`src/rtl/scdsy_pkg.sv`:
```
// Overview of operation
// - Divide sample clock by ratio one to eight
// - Duty cycle corrector enabled after reset
// - Control bits choose every-pulse or first-pulse realign
// - Accepted alignment pulse resets divider counter
// - Sample captured on conversion clock rising edge
// - Stage codes corrected into one 14-bit word
// - Data outputs high impedance during power-down
package scdsy_pkg;

    // ************************************************************
    // Register map
    // ************************************************************
    localparam logic [12:0] ADDR_POWER = 13'h0008;
    localparam logic [12:0] ADDR_DCC = 13'h0009;
    localparam logic [12:0] ADDR_RATIO = 13'h000B;
    localparam logic [12:0] ADDR_SYNC_CTRL = 13'h003A;

    // ************************************************************
    // Field positions and reset values
    // ************************************************************
    localparam int POS_PD = 0;
    localparam int POS_DCC_EN = 0;
    localparam int POS_SYNC_EN = 1;
    localparam int POS_SYNC_FIRST = 2;
    localparam int POS_SYNC_ARMED = 3;
    localparam logic RST_PD = 1'b0;
    localparam logic RST_DCC_EN = 1'b1;
    localparam logic [2:0] RST_RATIO_M1 = 3'h0;
    localparam logic [7:0] RST_SYNC_CTRL = 8'h00;

    // ************************************************************
    // Serial port, pin timing and pipeline sizes
    // ************************************************************
    localparam int SYNC_STAGES = 3;
    localparam logic [4:0] INSTR_BITS = 5'h10;
    localparam logic [4:0] DATA_BITS = 5'h08;
    localparam int N_STAGES = 6;
    localparam logic [15:0] WORD_MAX = 16'h3FFF;

    // Serial port states
    typedef enum logic [3:0] {
        SP_IDLE = 4'b0001,
        SP_INSTR = 4'b0010,
        SP_DATA = 4'b0100,
        SP_DONE = 4'b1000
    } scdsy_sp_state_t;

    // Raw pipeline codes of one channel: 3-bit stage codes, last flash
    typedef struct packed {
        logic [N_STAGES-1:0][2:0] res;
        logic [1:0] flash;
    } scdsy_codes_t;

    // Corrected output of one channel
    typedef struct packed {
        logic [13:0] word;
        logic ovr;
    } scdsy_word_t;

endpackage

```
`src/rtl/scdsy_divider.sv`:
```
`timescale 1ns/10ps
`default_nettype none
module scdsy_divider (
    // Clock and reset
    input wire logic clk_sys_i,
    input wire logic reset_n_i,
    // Control
    input wire logic [2:0] ratio_m1_i,
    input wire logic realign_i,
    // Divided clock
    output logic conv_clk_o,
    output logic conv_stb_o
);

    // ************************************************************
    // Divider counter
    // ************************************************************
    logic [2:0] cnt_r; // Position inside one divided period
    logic [2:0] cnt_nxt;
    logic [3:0] ratio; // Divide ratio one to eight

    assign ratio = {1'b0, ratio_m1_i} + 4'h1;

    // Next count: wraps at the ratio, realign returns to start
    always_comb begin
        if (realign_i) begin
            cnt_nxt = 3'h0;
        end else if (cnt_r >= ratio_m1_i) begin
            cnt_nxt = 3'h0;
        end else begin
            cnt_nxt = cnt_r + 3'h1;
        end
    end

    // Counter register
    always_ff @(posedge clk_sys_i or negedge reset_n_i) begin
        if (!reset_n_i) begin
            cnt_r <= 3'h0;
        end else begin
            cnt_r <= cnt_nxt;
        end
    end

    // Divided clock high over first half, strobe at its rising edge
    always_ff @(posedge clk_sys_i or negedge reset_n_i) begin
        if (!reset_n_i) begin
            conv_clk_o <= 1'b0;
            conv_stb_o <= 1'b0;
        end else begin
            conv_clk_o <= ({cnt_nxt, 1'b0} < ratio);
            conv_stb_o <= (cnt_nxt == 3'h0);
        end
    end

endmodule
`default_nettype wire

```
`src/rtl/scdsy_top.sv`:
```
`timescale 1ns/10ps
`default_nettype none
module scdsy_top (
    // Clock and reset
    input wire logic clk_sys_i,
    input wire logic reset_n_i,
    // Serial port pins
    input wire logic sclk_i,
    input wire logic csb_n_i,
    input wire logic sdio_i,
    output logic sdio_o,
    output logic sdio_oe_o,
    // Alignment and power-down pins
    input wire logic sync_i,
    input wire logic pdwn_i,
    // Pipeline stage codes per channel
    input wire scdsy_pkg::scdsy_codes_t codes_i [2],
    // Corrected data per channel
    output scdsy_pkg::scdsy_word_t data_o [2],
    output logic data_valid_o,
    output logic data_oe_o,
    // Clocking outputs
    output logic conv_clk_o,
    output logic dcc_enable_o
);

    // ************************************************************
    // Pin synchronisers
    // ************************************************************
    localparam int N_PINS = 5;
    logic [N_PINS-1:0] pin_raw; // Pins before synchronising
    logic [N_PINS-1:0] pin_f1_r; // First stage
    logic [N_PINS-1:0] pin_f2_r; // Second stage
    logic [N_PINS-1:0] pin_f3_r; // Third stage
    logic [N_PINS-1:0] pin_q_r; // Accepted level
    logic [N_PINS-1:0] pin_prev_r; // Accepted level one cycle back

    assign pin_raw = {pdwn_i, sync_i, sdio_i, csb_n_i, sclk_i};

    // Three flops per pin, level accepted when stages two and three agree
    genvar gp;
    generate
        for (gp = 0; gp < N_PINS; gp = gp + 1) begin : g_pin
            always_ff @(posedge clk_sys_i or negedge reset_n_i) begin
                if (!reset_n_i) begin
                    // Chip select stages rest high so no false select follows reset
                    pin_f1_r[gp] <= (gp == 1) ? 1'b1 : 1'b0;
                    pin_f2_r[gp] <= (gp == 1) ? 1'b1 : 1'b0;
                    pin_f3_r[gp] <= (gp == 1) ? 1'b1 : 1'b0;
                    pin_q_r[gp] <= (gp == 1) ? 1'b1 : 1'b0;
                    pin_prev_r[gp] <= (gp == 1) ? 1'b1 : 1'b0;
                end else begin
                    pin_f1_r[gp] <= pin_raw[gp];
                    pin_f2_r[gp] <= pin_f1_r[gp];
                    pin_f3_r[gp] <= pin_f2_r[gp];
                    if (pin_f2_r[gp] == pin_f3_r[gp]) begin
                        pin_q_r[gp] <= pin_f3_r[gp];
                    end
                    pin_prev_r[gp] <= pin_q_r[gp];
                end
            end
        end
    endgenerate

    logic sclk_rise; // Serial clock rising edge
    logic sclk_fall; // Serial clock falling edge
    logic csb_n; // Chip select, low active
    logic sdio_in; // Serial data in
    logic sync_rise; // Alignment pulse edge
    logic pdwn_pin; // Power-down pin level

    assign sclk_rise = pin_q_r[0] & ~pin_prev_r[0];
    assign sclk_fall = ~pin_q_r[0] & pin_prev_r[0];
    assign csb_n = pin_q_r[1];
    assign sdio_in = pin_q_r[2];
    assign sync_rise = pin_q_r[3] & ~pin_prev_r[3];
    assign pdwn_pin = pin_q_r[4];

    // ************************************************************
    // Serial port
    // ************************************************************
    scdsy_pkg::scdsy_sp_state_t sp_state_r; // Port state
    logic [4:0] bit_cnt_r; // Bits taken in current phase
    logic [15:0] instr_r; // Instruction shift register
    logic [7:0] shift_r; // Data shift register
    logic wr_stb_r; // One-cycle register write strobe
    logic [12:0] wr_addr_r; // Write address
    logic [7:0] wr_data_r; // Write data
    logic [7:0] rd_byte; // Read mux

    // Address match, used by write decode and read mux
    function automatic logic addr_is(input logic [12:0] a, input logic [12:0] off);
        addr_is = (a == off);
    endfunction

    // Port sequencer: 16-bit instruction, then one data byte
    always_ff @(posedge clk_sys_i or negedge reset_n_i) begin
        if (!reset_n_i) begin
            sp_state_r <= scdsy_pkg::SP_IDLE;
            bit_cnt_r <= 5'h00;
            instr_r <= 16'h0000;
            shift_r <= 8'h00;
            wr_stb_r <= 1'b0;
            wr_addr_r <= 13'h0000;
            wr_data_r <= 8'h00;
            sdio_o <= 1'b0;
            sdio_oe_o <= 1'b0;
        end else begin
            wr_stb_r <= 1'b0;
            if (csb_n) begin
                // Deselected: abort and release data pin
                sp_state_r <= scdsy_pkg::SP_IDLE;
                sdio_oe_o <= 1'b0;
            end else begin
                case (sp_state_r)
                    scdsy_pkg::SP_IDLE: begin
                        sp_state_r <= scdsy_pkg::SP_INSTR;
                        bit_cnt_r <= 5'h00;
                    end
                    scdsy_pkg::SP_INSTR: begin
                        if (sclk_rise) begin
                            instr_r <= {instr_r[14:0], sdio_in};
                            bit_cnt_r <= bit_cnt_r + 5'h01;
                            if (bit_cnt_r == scdsy_pkg::INSTR_BITS - 5'h01) begin
                                sp_state_r <= scdsy_pkg::SP_DATA;
                                bit_cnt_r <= 5'h00;
                                // Read: present first bit at once
                                if (instr_r[14]) begin
                                    shift_r <= rd_byte;
                                    sdio_o <= rd_byte[7];
                                    sdio_oe_o <= 1'b1;
                                end
                            end
                        end
                    end
                    scdsy_pkg::SP_DATA: begin
                        if (instr_r[15]) begin
                            // Read: shift out on falling edges
                            if (sclk_rise) begin
                                bit_cnt_r <= bit_cnt_r + 5'h01;
                                if (bit_cnt_r == scdsy_pkg::DATA_BITS - 5'h01) begin
                                    sp_state_r <= scdsy_pkg::SP_DONE;
                                end
                            end
                            if (sclk_fall) begin
                                shift_r <= {shift_r[6:0], 1'b0};
                                sdio_o <= shift_r[6];
                            end
                        end else if (sclk_rise) begin
                            // Write: shift in, commit on eighth bit
                            shift_r <= {shift_r[6:0], sdio_in};
                            bit_cnt_r <= bit_cnt_r + 5'h01;
                            if (bit_cnt_r == scdsy_pkg::DATA_BITS - 5'h01) begin
                                sp_state_r <= scdsy_pkg::SP_DONE;
                                wr_stb_r <= 1'b1;
                                wr_addr_r <= instr_r[12:0];
                                wr_data_r <= {shift_r[6:0], sdio_in};
                            end
                        end
                    end
                    scdsy_pkg::SP_DONE: begin
                        // Wait for deselect, release pin after last bit
                        if (sclk_fall) begin
                            sdio_oe_o <= 1'b0;
                        end
                    end
                    default: begin
                        sp_state_r <= scdsy_pkg::SP_IDLE;
                    end
                endcase
            end
        end
    end

    // ************************************************************
    // Registers
    // ************************************************************
    logic pd_r; // Software power-down
    logic dcc_en_r; // Duty cycle corrector enable
    logic [2:0] ratio_m1_r; // Divide ratio minus one
    logic [7:0] sync_ctrl_r; // Alignment control
    logic armed_r; // First-pulse realign armed
    logic realign; // Accepted alignment pulse
    logic wr_sync; // Write to alignment control

    // Read value of a register; unmapped reads as zero
    function automatic logic [7:0] rd_byte_of(input logic [12:0] a);
        rd_byte_of = 8'h00;
        if (addr_is(a, scdsy_pkg::ADDR_POWER)) begin
            rd_byte_of[scdsy_pkg::POS_PD] = pd_r;
        end else if (addr_is(a, scdsy_pkg::ADDR_DCC)) begin
            rd_byte_of[scdsy_pkg::POS_DCC_EN] = dcc_en_r;
        end else if (addr_is(a, scdsy_pkg::ADDR_RATIO)) begin
            rd_byte_of[2:0] = ratio_m1_r;
        end else if (addr_is(a, scdsy_pkg::ADDR_SYNC_CTRL)) begin
            rd_byte_of = sync_ctrl_r;
            rd_byte_of[scdsy_pkg::POS_SYNC_ARMED] = armed_r;
        end
    endfunction

    // Read value for the address completed by the current instruction bit
    assign rd_byte = rd_byte_of({instr_r[11:0], sdio_in});
    assign wr_sync = wr_stb_r & addr_is(wr_addr_r, scdsy_pkg::ADDR_SYNC_CTRL);

    // Writable registers
    always_ff @(posedge clk_sys_i or negedge reset_n_i) begin
        if (!reset_n_i) begin
            pd_r <= scdsy_pkg::RST_PD;
            dcc_en_r <= scdsy_pkg::RST_DCC_EN;
            ratio_m1_r <= scdsy_pkg::RST_RATIO_M1;
            sync_ctrl_r <= scdsy_pkg::RST_SYNC_CTRL;
        end else if (wr_stb_r) begin
            if (addr_is(wr_addr_r, scdsy_pkg::ADDR_POWER)) begin
                pd_r <= wr_data_r[scdsy_pkg::POS_PD];
            end
            if (addr_is(wr_addr_r, scdsy_pkg::ADDR_DCC)) begin
                dcc_en_r <= wr_data_r[scdsy_pkg::POS_DCC_EN];
            end
            if (addr_is(wr_addr_r, scdsy_pkg::ADDR_RATIO)) begin
                ratio_m1_r <= wr_data_r[2:0];
            end
            if (wr_sync) begin
                // Only the two mode bits are stored
                sync_ctrl_r <= wr_data_r & 8'h06;
            end
        end
    end

    assign realign = sync_rise & sync_ctrl_r[scdsy_pkg::POS_SYNC_EN]
                   & (~sync_ctrl_r[scdsy_pkg::POS_SYNC_FIRST] | armed_r);

    // Arm on write, disarm on first accepted pulse; the write wins
    always_ff @(posedge clk_sys_i or negedge reset_n_i) begin
        if (!reset_n_i) begin
            armed_r <= 1'b0;
        end else if (wr_sync) begin
            armed_r <= 1'b1;
        end else if (realign) begin
            armed_r <= 1'b0;
        end
    end

    assign dcc_enable_o = dcc_en_r;

    // ************************************************************
    // Divider and sample path
    // ************************************************************
    logic conv_stb; // Rising edge of conversion clock

    scdsy_divider u_div (
        .clk_sys_i(clk_sys_i),
        .reset_n_i(reset_n_i),
        .ratio_m1_i(ratio_m1_r),
        .realign_i(realign),
        .conv_clk_o(conv_clk_o),
        .conv_stb_o(conv_stb)
    );

    // Overlapped sum of stage codes, saturated to 14 bits
    function automatic scdsy_pkg::scdsy_word_t correct(input scdsy_pkg::scdsy_codes_t c);
        logic [15:0] acc;
        acc = {14'h0000, c.flash};
        for (int k = 0; k < scdsy_pkg::N_STAGES; k++) begin
            acc = acc + 16'({13'h0000, c.res[k]} << (2 * k + 2));
        end
        correct.ovr = (acc > scdsy_pkg::WORD_MAX);
        correct.word = correct.ovr ? 14'h3FFF : acc[13:0];
    endfunction

    scdsy_pkg::scdsy_codes_t cap_r [2]; // Captured codes
    logic cap_vld_r; // Capture happened last cycle

    genvar gc;
    generate
        for (gc = 0; gc < 2; gc = gc + 1) begin : g_chan
            always_ff @(posedge clk_sys_i or negedge reset_n_i) begin
                if (!reset_n_i) begin
                    cap_r[gc] <= '0;
                end else if (conv_stb) begin
                    cap_r[gc] <= codes_i[gc];
                end
            end
            always_ff @(posedge clk_sys_i or negedge reset_n_i) begin
                if (!reset_n_i) begin
                    data_o[gc] <= '0;
                end else if (cap_vld_r) begin
                    data_o[gc] <= correct(cap_r[gc]);
                end
            end
        end
    endgenerate

    // Valid pulse follows each capture by one cycle
    always_ff @(posedge clk_sys_i or negedge reset_n_i) begin
        if (!reset_n_i) begin
            cap_vld_r <= 1'b0;
            data_valid_o <= 1'b0;
        end else begin
            cap_vld_r <= conv_stb;
            data_valid_o <= cap_vld_r;
        end
    end

    always_ff @(posedge clk_sys_i or negedge reset_n_i) begin
        if (!reset_n_i) begin
            data_oe_o <= 1'b0;
        end else begin
            data_oe_o <= ~(pd_r | pdwn_pin);
        end
    end

endmodule
`default_nettype wire

```
`config.mk`:
```
export PLATFORM = sky130hd
export DESIGN_NAME = scdsy_top
export DESIGN_NICKNAME = d
export VERILOG_FILES = /design/src/rtl/scdsy_pkg.sv /design/src/rtl/scdsy_divider.sv /design/src/rtl/scdsy_top.sv
export SDC_FILE = /design/constraint.sdc
export NUM_CORES = 1
export LEC_CHECK = 0
export ABC_AREA = 1
export ABC_CLOCK_PERIOD_IN_PS = 5600
export BUFFER_PORTS_ARGS = -buffer_cell sky130_fd_sc_hd__buf_2
export CAP_MARGIN = 5
export CORE_MARGIN = 2
export CORE_UTILIZATION = 52
export DETAILED_ROUTE_END_ITERATION = 16
export HOLD_SLACK_MARGIN = 0.03
export PLACE_DENSITY = 0.72
export SLEW_MARGIN = 0
export SYNTH_ARGS = -nofsm -noshare
export SYNTH_HDL_FRONTEND = slang
export SYNTH_SLANG_ARGS = --single-unit
```
`constraint.sdc`:
```
create_clock -name clk_sys_i -period 5.6 [get_ports clk_sys_i]
set_clock_uncertainty 0.15 [all_clocks]
set_input_delay 0.56 -clock clk_sys_i [delete_from_list [all_inputs] [get_ports clk_sys_i]]
set_output_delay 0.56 -clock clk_sys_i [all_outputs]
set_load 0.01 [all_outputs]
```
==> results.md <==
- Share of cells above drive strength 1: 0.203
- Number of nets with antenna violations after detailed routing: 0
- Post-layout worst setup margin: 3.32 ns
- Half-perimeter wire length after detailed placement: 9.54 mm
- Die Y-Extent: 124 um
- Synthesized net count: 898
- Worst-case setup slack after placement: 3.30 ns
- Crit path capture type: register
- Cells after synthesis: 830
- Period utilisation layout: 0.408
- Synthesized area: 0.00743 mm^2
- Setup TNS: 0 ns
- Skew-Pair Late Insertion Delay: 0.42 ns
- Outcome: completed
- Setup violation total in the final timing report: 0
- Inserted Diodes: 0
- Met3 usage: 0.0447
- Critical Path RT: 5.77 ns
- Area added between synthesis and finish: 15.8%
- Maximum frequency from static timing analysis: 438 MHz
- Final wirelength: 14.1 mm
- Pin count of the biggest net entering global routing: 109
- Flop and latch count out of synthesis: 159
- Cell occurring most often along the worst timing path: sky130_fd_sc_hd__nor2_1
- Count of flip-flops with a built-in enable after synthesis: 0
- Met2 Usage GRT: 0.313
- Number of I/O pins: 83
- Critical path's largest stage delay: 0.57 ns
- Busiest layer in global routing: met2
- FP Rows: 43
- Highest net fanout along the worst path: 33
- TritonRoute pass-1 iters: 4
- Top flip-flop cell by instance count after synthesis: sky130_fd_sc_hd__dfrtp_1
- Max-slew violation total from the final report: 0
- Buf/Inv on CP: 0
- CTS Sinks: 159
- Slowest stage cell, crit path: sky130_fd_sc_hd__nand2_1
- I/O Buffers: 82
- Cell breakdown of the critical path: nor2_1 -> nand3_2 -> nor2_1 -> nand2_1 -> o21ai_0
- Global routing usage summed across all routing layers: 0.201
- Worst VDD drop: 0.221 mV
- Pwr per Cell Area: 331 mW/mm^2
- Worst-path clk slew: 0.06 ns
- Yosys top cell by area: sky130_fd_sc_hd__dfrtp_1
- Design Power: 2.85 mW
- GR Util met1: 0.280
- Leakage dissipation: 4.14 nW
- Class of the worst hold path: primary input to async pin
- Number of antenna violations at the first check in global routing: 0
- Worst slew slack as a fraction of its limit: 0.319
- Placeable core area: 0.0139 mm^2
- Global-route wire length before repair: 24.0 mm
- Number of global-route vias before repair: 5149
- DRC marker count from the first detailed-route iteration: 388
- RD Place Congestion: 0.874
- Total of hold buffers inserted after clock tree synthesis: 0
- Post-layout nets: 978
- Average wire per standard cell: 12.8 um
- Initial core utilization: 0.533
- Horizontal extent of the die: 124 um
- Fraction of registers with async set or reset after synthesis: 1.00
- Endpoints failing hold: 0
- Arrival time of the worst setup path: 2.45 ns
- Number of buffers created by CTS: 17
- Max_cap viols: 0
- Resized Gates After CTS: 0
- Category of cells accounting for the largest share of critical-path delay: simple AND/OR/NAND/NOR gates
- Slew at the pin closest to its max-slew limit: 1.02 ns
- Vias post-DR: 5510
- Final worst path period need: 2.28 ns
- Clock Tree Buf Depth: 2
- DRC: 0
- List of most frequent post-synthesis cells: 191 x sky130_fd_sc_hd__nand2_1, 153 x sky130_fd_sc_hd__dfrtp_1, 105 x sky130_fd_sc_hd__inv_1
- Via/cell ratio: 5.00
- Mean post-synth cell area: 8.96 um^2
- Most common cell in the netlist: sky130_fd_sc_hd__nand2_1
- Cell at the root of the clock tree: sky130_fd_sc_hd__clkbuf_16
- Die ar.: 0.0153 mm^2
- Worst Setup Path Type: register to register
- Sequential fraction of the synthesis area: 0.536
- Kind of start point of the critical path: register
- Netlist cell types: 36
- Leftover overflow at the end of global routing: 0
- CTS tree: yes
- H-tree levels: 4
- Top post-synthesis cells by area: sky130_fd_sc_hd__dfrtp_1 52%, sky130_fd_sc_hd__nand2_1 9.6%, sky130_fd_sc_hd__inv_1 5.3%
- Setup fix buffers added after clock tree synthesis: 0
- RSZ-0062 raised after global routing: false
- Yosys synthesis warning count: 0
- Share of Yosys cell area claimed by the top area cell type: 0.515
[per-stage QoR]
step / hold slack, ns / instance area, um^2 / utilization / instances
6_report: 0.0852 / 8610 / 0.618 / 1103
3_3_place_gp: 0.181 / 7970 / 0.572 / 1071
4_1_cts: 0.0691 / 8610 / 0.618 / 1103
3_5_place_dp: 0.186 / 7970 / 0.572 / 1071
5_1_grt: 0.0653 / 8610 / 0.618 / 1103
2_1_floorplan: 0.114 / 7430 / - / 830
[layout make-up]
| class | count | area [um^2] |
|---|---|---|
| well taps | 180 | 225 |
| inverters | 106 | 398 |
| fillers | 1196 | 5330 |
| clock buffers | 23 | 488 |
| multi-input cells | 542 | 2920 |
| clock inverters | 9 | 154 |
| repair buffers | 84 | 432 |
| flip-flops and latches | 159 | 3990 |
[placed cells by master, fill, tap and decap left out, types with 6 or more instances in the layout]
| cell | netlist | layout |
|---|---|---|
| sky130_fd_sc_hd__nand2_1 | 191 | 191 |
| sky130_fd_sc_hd__dfrtp_1 | 153 | 152 |
| sky130_fd_sc_hd__inv_1 | 105 | 105 |
| sky130_fd_sc_hd__buf_2 | 7 | 81 |
| sky130_fd_sc_hd__o21ai_0 | 66 | 66 |
| sky130_fd_sc_hd__nor2_1 | 63 | 63 |
| sky130_fd_sc_hd__nand3_1 | 59 | 59 |
| sky130_fd_sc_hd__mux2_2 | 25 | 25 |
| sky130_fd_sc_hd__ha_1 | 21 | 21 |
| sky130_fd_sc_hd__a21oi_1 | 17 | 17 |
| sky130_fd_sc_hd__clkbuf_16 | 0 | 17 |
| sky130_fd_sc_hd__or2_2 | 15 | 15 |
| sky130_fd_sc_hd__o21ai_1 | 13 | 13 |
| sky130_fd_sc_hd__a21oi_2 | 11 | 11 |
| sky130_fd_sc_hd__nor3_1 | 8 | 8 |
| sky130_fd_sc_hd__nand4_1 | 8 | 8 |
| sky130_fd_sc_hd__xor2_1 | 7 | 7 |
| sky130_fd_sc_hd__dfstp_2 | 6 | 6 |
[state kept, by name, summed over array words and instances, names as in the netlist, 2 cells and up]
signal,flops
instr_r,16
u_div.cnt_r,3
wr_addr_r,13
ratio_m1_r,3
pin_prev_r,2
pin_f1_r,5
pin_f2_r,5
pin_f3_r,5
pin_q_r,2
sync_ctrl_r,2
wr_data_r,3
sp_state_r,4
cap_r,40
data_o,30
bit_cnt_r,5
shift_r,7
[metal layers]
layer | vias to the layer above | routed length, um | share of wire
li1 | 2831 | - | -
met5 | - | 0 | 0
met3 | 13 | 485 | 0.034
met4 | 0 | 143 | 0.010
met2 | 104 | 6590 | 0.47
met1 | 2562 | 6870 | 0.49
[worst paths after layout]
check | from | end | slack (ns) | cells past startpoint
min in group clk_sys_i | csb_n_i | pin_f1_r[1] | 0.09 | 1
min reg2reg | pin_f1_r[4] | pin_f2_r[4] | 0.20 | 0
min | reset_n_i | data_o[22] | 0.09 | 1
max in group asynchronous | reset_n_i | instr_r[15] | 3.96 | 2
max | sp_state_r[1] | wr_addr_r[3] | 3.32 | 5
max reg2reg | sp_state_r[1] | wr_addr_r[3] | 3.32 | 5
[cells by family (layout without fill, tap and decap cells)]
family / count (synthesis) / count (layout) / synth area share
fa+ha+maj: 26 / 26 / 0.0421
mux: 26 / 26 / 0.0392
compound gates: 117 / 117 / 0.0877
flops: 159 / 159 / 0.536
xor+xnor: 9 / 9 / 0.0106
simple gates: 364 / 364 / 0.214
buf+inv: 129 / 222 / 0.0704
[power by group]
group | total, mW | switching (mW) | internal (mW)
combinational | 0.325 | 0.208 | 0.116
clock | 1.24 | 0.447 | 0.793
sequential | 1.29 | 0.0547 | 1.23
Power figures use the tool's default switching activity.
